`src/include/tw_pkg.sv`:
```
package tw_pkg;
// Notes on behaviour
// [RQ1] one clock only; timer tick just enables counting, flags, reloads
// [RQ2] control register: channel a mode in bits 7:6, channel b in 5:4
// [RQ3] a nonzero channel mode hands the pin to the compare output; here mode 01 leaves the pin to the port unless tog_ok allows toggling
// [RQ4] the pin driver follows the direction bit only
// [RQ5] non-pwm match: 01 toggles, 10 clears, 11 sets the output
// [RQ6] fast pwm 01 toggles a only in modes 14, 15; else disconnects
// [RQ7] fast pwm 10 clears on match, sets at bottom; 11 the inverse
// [RQ8] fast pwm compare equal to top acts at top instead of match
// [RQ9] dual-slope 01 toggles a only in modes 9, 11; else disconnects
// [RQ10] dual-slope 10 clears on up match, sets on down match; 11 inverse
// [RQ11] waveform mode joins low bits 1:0 with two high bits
// [RQ12] phase correct: fixed or register top, reload top, overflow bottom
// [RQ13] fast pwm: fixed or register top, reload at bottom, overflow at top
// [RQ14] frequency correct: register top, reload and overflow at bottom
// [RQ15] normal and ctc: immediate compare writes, overflow at max
// [RQ16] software never programs reserved mode 13
// [RQ17] dual-slope counts up to top, one tick there, back down to zero
// [RQ18] tick select 0 stops; 1..5 divide clock by 1, 8, 64, 256, 1024
// [RQ19] pwm modes buffer compare writes, load them at the reload point
// [RQ20] control bits 3:2 read zero; everything resets to zero
	localparam int AW = 8;
	localparam logic [7:0] ADDR_CTRL_A = 8'h80;
	localparam logic [7:0] ADDR_CTRL_B = 8'h84;
	localparam logic [7:0] ADDR_COUNT = 8'h88;
	localparam logic [7:0] ADDR_CMP_A = 8'h8c;
	localparam logic [7:0] ADDR_CMP_B = 8'h90;
	localparam logic [7:0] ADDR_CAPT = 8'h94;
	localparam logic [7:0] ADDR_FLAGS = 8'h98;
	localparam logic [7:0] ADDR_DIR = 8'h9c;
	localparam logic [7:0] CTRL_A_WMASK = 8'hf3;
	localparam logic [7:0] CTRL_A_RST = 8'h00;
	localparam logic [4:0] CTRL_B_RST = 5'h00;
	localparam logic [15:0] WORD_RST = 16'h0000;
	localparam logic [2:0] FLAG_RST = 3'h0;
	localparam logic [1:0] DIR_RST = 2'h0;
	localparam int F_OVF = 0;
	localparam int F_MA = 1;
	localparam int F_MB = 2;
	localparam logic [1:0] RESP_OKAY = 2'h0;
	localparam logic [1:0] RESP_SLVERR = 2'h2;
	localparam logic [15:0] BOTTOM = 16'h0000;
	localparam logic [15:0] TOP_8 = 16'h00ff;
	localparam logic [15:0] TOP_9 = 16'h01ff;
	localparam logic [15:0] TOP_10 = 16'h03ff;
	localparam logic [15:0] TOP_MAX = 16'hffff;
	localparam logic [3:0] WM_NORMAL = 4'h0;
	localparam logic [3:0] WM_PC8 = 4'h1;
	localparam logic [3:0] WM_PC9 = 4'h2;
	localparam logic [3:0] WM_PC10 = 4'h3;
	localparam logic [3:0] WM_CTC_A = 4'h4;
	localparam logic [3:0] WM_FAST8 = 4'h5;
	localparam logic [3:0] WM_FAST9 = 4'h6;
	localparam logic [3:0] WM_FAST10 = 4'h7;
	localparam logic [3:0] WM_PFC_CAP = 4'h8;
	localparam logic [3:0] WM_PFC_A = 4'h9;
	localparam logic [3:0] WM_PC_CAP = 4'ha;
	localparam logic [3:0] WM_PC_A = 4'hb;
	localparam logic [3:0] WM_CTC_CAP = 4'hc;
	localparam logic [3:0] WM_FAST_CAP = 4'he;
	localparam logic [3:0] WM_FAST_A = 4'hf;
	localparam logic [2:0] CS_STOP = 3'h0;
	localparam logic [2:0] CS_DIV1 = 3'h1;
	localparam logic [2:0] CS_DIV8 = 3'h2;
	localparam logic [2:0] CS_DIV64 = 3'h3;
	localparam logic [2:0] CS_DIV256 = 3'h4;
	localparam logic [2:0] CS_DIV1024 = 3'h5;
	localparam int PS_DIV8 = 8;
	localparam int PS_DIV64 = 64;
	localparam int PS_DIV256 = 256;
	localparam int PS_DIV1024 = 1024;
	typedef enum logic [2:0] {
		cls_normal, cls_ctc, cls_fast, cls_phase, cls_pfc
	} tw_class_t;
	typedef struct packed {
		logic [1:0] out_mode_a;
		logic [1:0] out_mode_b;
		logic [1:0] rsvd;
		logic [1:0] waveform_mode_low;
	} tw_ctrl_a_t;
	typedef struct packed {
		logic [1:0] waveform_mode_high;
		logic [2:0] tick_source_select;
	} tw_ctrl_b_t;
endpackage: tw_pkg

```
`src/tw_prescaler.sv`:
```
`timescale 1ns/1ps
module tw_prescaler #(
	parameter int PS_W = 10
)(
	// clock and reset
	input wire logic aclk,
	input wire logic aresetn,
	// selection and tick enable
	input wire logic [2:0] tick_source_select,
	output logic timer_tick
);
	logic [PS_W-1:0] ps_q, ps_d, mask;

	// divider parks at zero while stopped so ticks restart aligned
	always_comb
	begin
		ps_d = (tick_source_select == tw_pkg::CS_STOP) ? '0 : ps_q + 1'b1;
	end

	always_ff @(posedge aclk)
	begin
		if (!aresetn)
			ps_q <= '0;
		else
			ps_q <= ps_d;
	end

	// tick is a one-cycle enable, never a clock
	always_comb
	begin
		mask = '0;
		timer_tick = 1'b0;
		case (tick_source_select)
			tw_pkg::CS_DIV1: timer_tick = 1'b1; // [RQ18]
			tw_pkg::CS_DIV8: mask = PS_W'(tw_pkg::PS_DIV8 - 1);
			tw_pkg::CS_DIV64: mask = PS_W'(tw_pkg::PS_DIV64 - 1);
			tw_pkg::CS_DIV256: mask = PS_W'(tw_pkg::PS_DIV256 - 1);
			tw_pkg::CS_DIV1024: mask = PS_W'(tw_pkg::PS_DIV1024 - 1);
			default: timer_tick = 1'b0; // stop; pin sources not here
		endcase
		if (mask != '0)
			timer_tick = (ps_q & mask) == mask; // [RQ18]
	end
endmodule: tw_prescaler

```
`src/tw_out_unit.sv`:
```
`timescale 1ns/1ps
module tw_out_unit (
	// clock and reset
	input wire logic aclk,
	input wire logic aresetn,
	// timer events
	input wire logic timer_tick,
	input wire logic hit,
	input wire logic wrap,
	input wire logic down,
	input wire logic cmp_is_top,
	// configuration
	input wire tw_pkg::tw_class_t cls,
	input wire logic [1:0] channel_out_mode,
	input wire logic tog_ok,
	// output
	output logic oc,
	output logic conn
);
	logic oc_q, oc_d, match;

	assign match = timer_tick && hit;
	// 01 outside its allowed modes leaves the pin to the port
	assign conn = channel_out_mode[1]
		|| (channel_out_mode[0] && tog_ok); // [RQ3] [RQ6] [RQ9]
	assign oc = oc_q;

	// compare output waveform
	always_comb
	begin
		oc_d = oc_q;
		case (cls)
			tw_pkg::cls_fast:
			begin
				if (channel_out_mode[1])
				begin
					// match at top is moved onto the wrap itself
					if (wrap)
						oc_d = cmp_is_top ? channel_out_mode[0]
							: !channel_out_mode[0]; // [RQ7] [RQ8]
					else if (match && !cmp_is_top)
						oc_d = channel_out_mode[0]; // [RQ7]
				end
				else if (channel_out_mode[0] && tog_ok && match)
					oc_d = !oc_q; // [RQ6]
			end
			tw_pkg::cls_phase, tw_pkg::cls_pfc:
			begin
				if (channel_out_mode[1] && match)
					oc_d = down ^ channel_out_mode[0]; // [RQ10]
				else if (channel_out_mode[0] && tog_ok && match)
					oc_d = !oc_q; // [RQ9]
			end
			default:
			begin
				if (match && channel_out_mode == 2'h1)
					oc_d = !oc_q; // [RQ5]
				else if (match && channel_out_mode[1])
					oc_d = channel_out_mode[0]; // [RQ5]
			end
		endcase
	end

	always_ff @(posedge aclk)
	begin
		if (!aresetn)
			oc_q <= 1'b0;
		else
			oc_q <= oc_d;
	end
endmodule: tw_out_unit

```
`src/tw_timer16.sv`:
```
// Local design decision: the AXI4-Lite interface to the registers.
`timescale 1ns/1ps
module tw_timer16 #(
	parameter int PS_W = 10
)(
	// clock and reset
	input wire logic aclk,
	input wire logic aresetn,
	// axi4-lite write address
	input wire logic [tw_pkg::AW-1:0] s_axi_awaddr,
	input wire logic s_axi_awvalid,
	output logic s_axi_awready,
	// axi4-lite write data
	input wire logic [31:0] s_axi_wdata,
	input wire logic [3:0] s_axi_wstrb,
	input wire logic s_axi_wvalid,
	output logic s_axi_wready,
	// axi4-lite write response
	output logic [1:0] s_axi_bresp,
	output logic s_axi_bvalid,
	input wire logic s_axi_bready,
	// axi4-lite read address
	input wire logic [tw_pkg::AW-1:0] s_axi_araddr,
	input wire logic s_axi_arvalid,
	output logic s_axi_arready,
	// axi4-lite read data
	output logic [31:0] s_axi_rdata,
	output logic [1:0] s_axi_rresp,
	output logic s_axi_rvalid,
	input wire logic s_axi_rready,
	// compare pins, bit 0 channel a, bit 1 channel b
	input wire logic [1:0] port_data,
	output logic [1:0] pin_out,
	output logic [1:0] pin_oe_n,
	// sticky flags: overflow, match a, match b
	output logic [2:0] flags
);
	tw_pkg::tw_ctrl_a_t ctrl_a_q, ctrl_a_d;
	tw_pkg::tw_ctrl_b_t ctrl_b_q, ctrl_b_d;
	tw_pkg::tw_class_t cls;
	logic [15:0] count_q, count_d, capt_q, capt_d, top;
	logic [1:0][15:0] cmp_q, cmp_d, buf_q, buf_d;
	logic [2:0] flag_q, flag_d;
	logic [1:0] dir_q, dir_d, hit, tog_ok, conn, oc;
	logic [1:0][1:0] omode;
	logic down_q, down_d;
	logic [3:0] waveform_mode;
	logic timer_tick, dual, pwm, at_top, at_bot, wrap, reload, ovf_ev;
	logic aw_ok_q, aw_ok_d, w_ok_q, w_ok_d, b_q, b_d, r_q, r_d;
	logic [7:0] awa_q, awa_d, wa, ra;
	logic [31:0] wd_q, wd_d, rd_q, rd_d;
	logic [3:0] ws_q, ws_d;
	logic [1:0] bresp_q, bresp_d, rresp_q, rresp_d;
	logic wr_do, cnt_wr;

	function automatic logic [15:0] wr16(input logic [15:0] old,
		input logic [31:0] d, input logic [3:0] s);
		wr16 = {s[1] ? d[15:8] : old[15:8], s[0] ? d[7:0] : old[7:0]};
	endfunction: wr16

	function automatic logic mapped(input logic [7:0] a);
		mapped = a >= tw_pkg::ADDR_CTRL_A && a <= tw_pkg::ADDR_DIR;
	endfunction: mapped

	// mode decode
	assign waveform_mode = {ctrl_b_q.waveform_mode_high,
		ctrl_a_q.waveform_mode_low}; // [RQ11]
	always_comb
	begin
		case (waveform_mode)
			tw_pkg::WM_PC8, tw_pkg::WM_PC9, tw_pkg::WM_PC10,
			tw_pkg::WM_PC_CAP, tw_pkg::WM_PC_A: cls = tw_pkg::cls_phase;
			tw_pkg::WM_PFC_CAP, tw_pkg::WM_PFC_A: cls = tw_pkg::cls_pfc;
			tw_pkg::WM_FAST8, tw_pkg::WM_FAST9, tw_pkg::WM_FAST10,
			tw_pkg::WM_FAST_CAP, tw_pkg::WM_FAST_A: cls = tw_pkg::cls_fast;
			tw_pkg::WM_CTC_A, tw_pkg::WM_CTC_CAP: cls = tw_pkg::cls_ctc;
			default: cls = tw_pkg::cls_normal; // reserved runs as normal [RQ16]
		endcase
	end

	// top source per mode
	always_comb
	begin
		case (waveform_mode)
			tw_pkg::WM_PC8, tw_pkg::WM_FAST8: top = tw_pkg::TOP_8; // [RQ12] [RQ13]
			tw_pkg::WM_PC9, tw_pkg::WM_FAST9: top = tw_pkg::TOP_9;
			tw_pkg::WM_PC10, tw_pkg::WM_FAST10: top = tw_pkg::TOP_10;
			tw_pkg::WM_CTC_A, tw_pkg::WM_PFC_A, tw_pkg::WM_PC_A,
			tw_pkg::WM_FAST_A: top = cmp_q[0]; // [RQ14] [RQ15]
			tw_pkg::WM_PFC_CAP, tw_pkg::WM_PC_CAP, tw_pkg::WM_CTC_CAP,
			tw_pkg::WM_FAST_CAP: top = capt_q;
			default: top = tw_pkg::TOP_MAX; // [RQ15]
		endcase
	end

	// counter events, all qualified by the tick
	assign dual = cls == tw_pkg::cls_phase || cls == tw_pkg::cls_pfc;
	assign pwm = dual || cls == tw_pkg::cls_fast;
	// ctc passes a lowered top and runs on to max
	assign at_top = (cls == tw_pkg::cls_ctc) ? count_q == top : count_q >= top;
	assign at_bot = count_q == tw_pkg::BOTTOM;
	assign wrap = timer_tick && at_top && !dual; // [RQ1]
	always_comb
	begin
		case (cls)
			tw_pkg::cls_fast: reload = timer_tick && at_top; // [RQ13]
			tw_pkg::cls_phase: reload = timer_tick && at_top && !down_q; // [RQ12]
			tw_pkg::cls_pfc: reload = timer_tick && at_bot && down_q; // [RQ14]
			default: reload = 1'b0;
		endcase
		case (cls)
			tw_pkg::cls_fast: ovf_ev = timer_tick && at_top; // [RQ13]
			tw_pkg::cls_phase, tw_pkg::cls_pfc:
				ovf_ev = timer_tick && at_bot && down_q; // [RQ12] [RQ14]
			default: ovf_ev = timer_tick && count_q == tw_pkg::TOP_MAX; // [RQ15]
		endcase
	end
	assign hit[0] = count_q == cmp_q[0];
	assign hit[1] = count_q == cmp_q[1];
	assign tog_ok[1] = !pwm;
	assign tog_ok[0] = !pwm || waveform_mode == tw_pkg::WM_FAST_CAP
		|| waveform_mode == tw_pkg::WM_FAST_A
		|| waveform_mode == tw_pkg::WM_PFC_A
		|| waveform_mode == tw_pkg::WM_PC_A; // [RQ6] [RQ9]
	assign omode[0] = ctrl_a_q.out_mode_a; // [RQ2]
	assign omode[1] = ctrl_a_q.out_mode_b; // [RQ2]

	// register write decode
	assign wr_do = aw_ok_q && w_ok_q && !b_q;
	assign wa = {awa_q[7:2], 2'h0};
	assign cnt_wr = wr_do && wa == tw_pkg::ADDR_COUNT;

	// timer state and software writes
	always_comb
	begin
		ctrl_a_d = ctrl_a_q;
		ctrl_b_d = ctrl_b_q;
		count_d = count_q;
		down_d = down_q;
		cmp_d = cmp_q;
		buf_d = buf_q;
		capt_d = capt_q;
		flag_d = flag_q;
		dir_d = dir_q;
		if (timer_tick)
		begin
			if (!dual)
				count_d = at_top ? tw_pkg::BOTTOM : count_q + 16'h0001; // [RQ1]
			else if (!down_q)
			begin
				// turning costs one tick at top
				count_d = at_top ? count_q - 16'h0001 : count_q + 16'h0001; // [RQ17]
				down_d = at_top;
			end
			else
			begin
				count_d = at_bot ? count_q + 16'h0001 : count_q - 16'h0001; // [RQ17]
				down_d = !at_bot;
			end
		end
		if (reload)
			cmp_d = buf_q; // [RQ19]
		if (wr_do)
		begin
			case (wa)
				tw_pkg::ADDR_CTRL_A:
					if (ws_q[0])
						ctrl_a_d = wd_q[7:0] & tw_pkg::CTRL_A_WMASK; // [RQ20]
				tw_pkg::ADDR_CTRL_B:
					if (ws_q[0])
						ctrl_b_d = wd_q[4:0];
				tw_pkg::ADDR_COUNT: count_d = wr16(count_q, wd_q, ws_q);
				tw_pkg::ADDR_CMP_A, tw_pkg::ADDR_CMP_B:
				begin
					buf_d[wa == tw_pkg::ADDR_CMP_B] =
						wr16(buf_q[wa == tw_pkg::ADDR_CMP_B], wd_q, ws_q);
					if (!pwm)
						cmp_d[wa == tw_pkg::ADDR_CMP_B] =
							wr16(buf_q[wa == tw_pkg::ADDR_CMP_B], wd_q, ws_q); // [RQ15]
				end
				tw_pkg::ADDR_CAPT: capt_d = wr16(capt_q, wd_q, ws_q);
				tw_pkg::ADDR_FLAGS:
					if (ws_q[0])
						flag_d = flag_q & ~wd_q[2:0];
				tw_pkg::ADDR_DIR:
					if (ws_q[0])
						dir_d = wd_q[1:0];
				default: dir_d = dir_q;
			endcase
		end
		// hardware sets after the clear, so a same-cycle event survives
		if (ovf_ev)
			flag_d[tw_pkg::F_OVF] = 1'b1;
		if (timer_tick && hit[0])
			flag_d[tw_pkg::F_MA] = 1'b1;
		if (timer_tick && hit[1])
			flag_d[tw_pkg::F_MB] = 1'b1;
	end

	always_ff @(posedge aclk)
	begin
		if (!aresetn)
		begin
			ctrl_a_q <= tw_pkg::CTRL_A_RST; // [RQ20]
			ctrl_b_q <= tw_pkg::CTRL_B_RST;
			count_q <= tw_pkg::WORD_RST;
			down_q <= 1'b0;
			cmp_q <= '0;
			buf_q <= '0;
			capt_q <= tw_pkg::WORD_RST;
			flag_q <= tw_pkg::FLAG_RST;
			dir_q <= tw_pkg::DIR_RST;
		end
		else
		begin
			ctrl_a_q <= ctrl_a_d;
			ctrl_b_q <= ctrl_b_d;
			count_q <= count_d;
			down_q <= down_d;
			cmp_q <= cmp_d;
			buf_q <= buf_d;
			capt_q <= capt_d;
			flag_q <= flag_d;
			dir_q <= dir_d;
		end
	end

	// axi4-lite slave, one write and one read at a time
	assign s_axi_awready = !aw_ok_q && !b_q;
	assign s_axi_wready = !w_ok_q && !b_q;
	assign s_axi_arready = !r_q;
	assign ra = {s_axi_araddr[7:2], 2'h0};
	always_comb
	begin
		aw_ok_d = aw_ok_q;
		w_ok_d = w_ok_q;
		awa_d = awa_q;
		wd_d = wd_q;
		ws_d = ws_q;
		b_d = b_q;
		bresp_d = bresp_q;
		r_d = r_q;
		rd_d = rd_q;
		rresp_d = rresp_q;
		if (s_axi_awvalid && s_axi_awready)
		begin
			aw_ok_d = 1'b1;
			awa_d = s_axi_awaddr;
		end
		if (s_axi_wvalid && s_axi_wready)
		begin
			w_ok_d = 1'b1;
			wd_d = s_axi_wdata;
			ws_d = s_axi_wstrb;
		end
		if (wr_do)
		begin
			aw_ok_d = 1'b0;
			w_ok_d = 1'b0;
			b_d = 1'b1;
			bresp_d = mapped(wa) ? tw_pkg::RESP_OKAY : tw_pkg::RESP_SLVERR;
		end
		else if (b_q && s_axi_bready)
			b_d = 1'b0;
		if (s_axi_arvalid && s_axi_arready)
		begin
			r_d = 1'b1;
			rresp_d = mapped(ra) ? tw_pkg::RESP_OKAY : tw_pkg::RESP_SLVERR;
			case (ra)
				tw_pkg::ADDR_CTRL_A: rd_d = {24'h0, ctrl_a_q};
				tw_pkg::ADDR_CTRL_B: rd_d = {27'h0, ctrl_b_q};
				tw_pkg::ADDR_COUNT: rd_d = {16'h0, count_q};
				tw_pkg::ADDR_CMP_A: rd_d = {16'h0, buf_q[0]};
				tw_pkg::ADDR_CMP_B: rd_d = {16'h0, buf_q[1]};
				tw_pkg::ADDR_CAPT: rd_d = {16'h0, capt_q};
				tw_pkg::ADDR_FLAGS: rd_d = {29'h0, flag_q};
				tw_pkg::ADDR_DIR: rd_d = {30'h0, dir_q};
				default: rd_d = 32'h0;
			endcase
		end
		else if (r_q && s_axi_rready)
			r_d = 1'b0;
	end

	always_ff @(posedge aclk)
	begin
		if (!aresetn)
		begin
			aw_ok_q <= 1'b0;
			w_ok_q <= 1'b0;
			awa_q <= 8'h00;
			wd_q <= 32'h0;
			ws_q <= 4'h0;
			b_q <= 1'b0;
			bresp_q <= tw_pkg::RESP_OKAY;
			r_q <= 1'b0;
			rd_q <= 32'h0;
			rresp_q <= tw_pkg::RESP_OKAY;
		end
		else
		begin
			aw_ok_q <= aw_ok_d;
			w_ok_q <= w_ok_d;
			awa_q <= awa_d;
			wd_q <= wd_d;
			ws_q <= ws_d;
			b_q <= b_d;
			bresp_q <= bresp_d;
			r_q <= r_d;
			rd_q <= rd_d;
			rresp_q <= rresp_d;
		end
	end
	assign s_axi_bvalid = b_q;
	assign s_axi_bresp = bresp_q;
	assign s_axi_rvalid = r_q;
	assign s_axi_rdata = rd_q;
	assign s_axi_rresp = rresp_q;

	tw_prescaler #(.PS_W(PS_W)) u_pre (
		.aclk(aclk),
		.aresetn(aresetn),
		.tick_source_select(ctrl_b_q.tick_source_select),
		.timer_tick(timer_tick)
	);

	// one compare output unit per channel
	for (genvar g = 0; g < 2; g++)
	begin: g_ch
		tw_out_unit u_out (
			.aclk(aclk),
			.aresetn(aresetn),
			.timer_tick(timer_tick),
			.hit(hit[g]),
			.wrap(wrap),
			.down(down_q),
			.cmp_is_top(cmp_q[g] == top),
			.cls(cls),
			.channel_out_mode(omode[g]),
			.tog_ok(tog_ok[g]),
			.oc(oc[g]),
			.conn(conn[g])
		);
		assign pin_out[g] = conn[g] ? oc[g] : port_data[g]; // [RQ3]
	end

	// driver enable follows direction even when compare owns the pin
	assign pin_oe_n = ~dir_q; // [RQ4]
	assign flags = flag_q;
endmodule: tw_timer16

```
`config.mk`:
```
export PLATFORM = sky130hd
export DESIGN_NAME = tw_timer16
export DESIGN_NICKNAME = d
export VERILOG_FILES = /design/src/include/tw_pkg.sv /design/src/tw_prescaler.sv /design/src/tw_out_unit.sv /design/src/tw_timer16.sv
export SDC_FILE = /design/constraint.sdc
export NUM_CORES = 1
export LEC_CHECK = 0
export BUFFER_PORTS_ARGS = -buffer_cell sky130_fd_sc_hd__buf_2
export CORE_UTILIZATION = 65
export CTS_BUF_LIST = sky130_fd_sc_hd__clkbuf_16
export DETAILED_ROUTE_END_ITERATION = 7
export MAX_ROUTING_LAYER = met4
export PLACE_DENSITY_LB_ADDON = 0.3
export SYNTH_ARGS = -nofsm -noshare
export SYNTH_HDL_FRONTEND = slang
export SYNTH_SLANG_ARGS = --single-unit
```
`constraint.sdc`:
```
create_clock -name aclk -period 4.9 [get_ports aclk]
set_input_delay 0.98 -clock aclk [delete_from_list [all_inputs] [get_ports aclk]]
set_output_delay 0.98 -clock aclk [all_outputs]
set_load 0.005 [all_outputs]
```
==> flow_metrics.env <==
export IMPL_cp_start_kind="flop"
export IMPL_drc=0
export IMPL_yosysWarnings=0
export IMPL_vdd_drop_max_v=0.000243
export IMPL_p_seq_share_pct=48.0
export IMPL_async_reset_ff_share_pct=0
export IMPL_nets=1516
export IMPL_layout_drive_gt1_share_pct=10.8
export IMPL_rsz0062_at_grt="false"
export IMPL_grt_max_degree=71
export IMPL_tightest_slew_ps=1110
export IMPL_htree_levels=4
export IMPL_rows=47
export IMPL_setup_viol=0
export IMPL_critPathMaxFanout=21
export IMPL_vias_per_cell=6.64
export IMPL_cpMostUsedCell="a21oi_1"
export IMPL_die_width_um=133
export IMPL_avgSynthCellArea_um2=7.76
export IMPL_drt_iter0_markers=1326
export IMPL_clk_latency_ps=450
export IMPL_synth_flop_cell="dfxtp_1"
export IMPL_grt_ovfl_total=0
export IMPL_vias=11100
export IMPL_gp_congestion=0.972
export IMPL_clkTransAtPathRegs_ps=80
export IMPL_yosys_top_cells_area="dfxtp_1 (31%), mux2i_1 (6.9%), nand2_1 (6.0%)"
export IMPL_netlist_cell_type_count=78
export IMPL_dr_pass1_iters=6
export IMPL_synth_most_common_cell="nand2_1"
export IMPL_internal_power_mw=2.17
export IMPL_power_density_nw_per_um2=250
export IMPL_cts_path_max_buffers=2
export IMPL_synth_seq_cells=171
export IMPL_cts_setup_buffers=0
export IMPL_outcome="finished clean"
export IMPL_wl_per_cell_um=22.1
export IMPL_tns_ps=0
export IMPL_clock_sinks=171
export IMPL_crit_path_max_incr_delay_ps=560
export IMPL_post_route_period_util_pct=91.5
export IMPL_synth_top_area_share_pct=30.9
export IMPL_drv_slew=0
export IMPL_cts_resized=0
export IMPL_first_global_vias=10300
export IMPL_critPathKind="flop to flop"
export IMPL_max_freq_mhz=223
export IMPL_combPwrFrac_pct=4.9
export IMPL_finalHoldViolCount=0
export IMPL_setup_worst_path_end_class="flop"
export IMPL_antenna_found_initial=1
export IMPL_drv_cap=0
export IMPL_area_delta_synth_final_pct=8.34
export IMPL_synth_edff_count=0
export IMPL_initial_core_util_pct=66.6
export IMPL_grt_pass1_wl_um=56800
export IMPL_numPortBuffers=68
export IMPL_grt_use_total_pct=43.1
export IMPL_max_slew_margin_rel_pct=25.7
export IMPL_synth_area_um2=11100
export IMPL_chipHeight_um=133
export IMPL_fin_crit_ps=4490
export IMPL_path_cells="buf_4 -> nor3_1 -> a21oi_1 -> o22ai_1 -> inv_1 -> ha_1 -> nand4_1 -> a31oi_1 -> o22ai_1 -> and2_1 -> buf_4 -> a21oi_1 -> o21ai_0 -> a211oi_1 -> a21oi_1"
export IMPL_finalWirelength_um=36800
export IMPL_dp_slack_ps=601
export IMPL_p_clk_share_pct=47.1
export IMPL_hold_class="flop to flop"
export IMPL_die_area_um2=17600
export IMPL_core_area_um2=16600
export IMPL_crit_arrival_ps=4770
export IMPL_cts_tree="done"
export IMPL_p_leak_nw=4.79
export IMPL_ant_nets=0
export IMPL_cts_root_buffer="clkbuf_16"
export IMPL_worst_slack_ps=415
export IMPL_detailedPlacementHpwl_um=26100
export IMPL_critPathRequiredTime_ps=5190
export IMPL_synthTopCellsByCount="nand2_1 (178), dfxtp_1 (171), a21oi_1 (106), o21ai_0 (105), clkbuf_1 (84)"
export IMPL_cts_buffers=17
export IMPL_synthCells=1429
export IMPL_fin_skew_ps=14.3
export IMPL_slowest_stage="dfxtp_1"
export IMPL_yosysTopAreaCell="dfxtp_1"
export IMPL_swShare_pct=27.9
export IMPL_switchingPower_mw=0.839
export IMPL_ios=109
export IMPL_cts_hold_buf=0
export IMPL_synth_seq_area_share_pct=30.9
worst max-delay path, delay by kind of cell (launching register included):
family | cells | cell delay [ps]
AOI/OAI and AO/OA | 8 | 2030
buffers and inverters | 3 | 650
adders and majority gates | 1 | 310
and+or+nand+nor | 3 | 770
DFF | 1 | 560
cell type report:
type                       count  area, µm²
timing repair buffer         100        596
fill                        1330       4630
multi-input combinational   1101       6940
clock inverter                15        191
tap                          220        275
antenna                        1       2.50
sequential                   171       3420
clock buffer                  17        425
inverter                      44        165
worst paths after layout:
kind / start / slack, ps / depth (start not counted) / to
max: ctrl_a_q[0] / 410 / 15 / count_q[9]
min: u_pre.ps_q[0] / 470 / 1 / u_pre.ps_q[0]
max reg2reg: ctrl_a_q[0] / 410 / 15 / count_q[9]
min reg2reg: u_pre.ps_q[0] / 470 / 1 / u_pre.ps_q[0]
power by group through the flow:
stage               registers [mW]  logic, mW  clock network, mW
global placement              1.47      0.140                  0
floorplan                     1.45      0.119                  0
global route                  1.44      0.161               1.47
detailed placement            1.47      0.143                  0
finish                        1.44      0.147               1.42
CTS                           1.44      0.144               1.41
logic make-up after synthesis:
family,count (synthesis),synth area share [%]
simple gates,480,21.2
compound gates,436,25.6
buf+inv,174,7.16
flops,171,30.9
mux,84,7.88
xor+xnor,63,4.98
fa+ha+maj,20,2.26
other cells,1,0.0338
per-layer routing:
layer  GRT usage, %  up-vias  wire length (µm)
li1               -     5084                 -
met1           55.2     5165             14500
met2           65.4      692             16600
met3           7.66      135              4150
met4           21.0        0              1630
met5              -        -                 0
per-stage QoR:
step	total power [mW]	utilization (%)	hold slack, ps	instance area, µm²	instances
after floorplan	1.57	-	426	11200	1446
after global placement	1.61	68.5	443	11400	1636
after detailed placement	1.62	68.5	457	11400	1636
after CTS	2.99	72.2	475	12000	1668
after global routing	3.07	72.2	508	12000	1669
final	3.00	72.2	470	12000	1669
cells in the final DEF (no fill, tap or decap), types with 7 or more instances in the layout:
cell type and instances:
nand2_1 178, o21ai_0 105, and3_1 18, and2_1 12
a211oi_1 9, a21oi_1 106, buf_2 67, o21a_1 9
nand4_1 17, nand3_1 29, a221oi_1 7, nor2_1 79
xnor2_1 32, buf_4 32, o221ai_1 13, mux2i_1 76
a21boi_0 55, ha_1 20, a31oi_1 15, o211ai_1 12
o22ai_1 18, nand2b_1 22, nor2b_1 66, dfxtp_1 171
nor3_1 20, xor2_1 31, nor4_1 12, o31ai_1 7
a22oi_1 30, conb_1 18, clkbuf_16 17, inv_1 44
state kept, by name, summed over array words and instances, names as in the netlist, 5 cells and up:
name         count
awa_q            6
buf_q           32
capt_q          16
cmp_q           32
count_q         16
ctrl_a_q         6
ctrl_b_q         5
s_axi_rdata     16
u_pre.ps_q      10
wd_q            16
(Power assumes the default switching activity.)
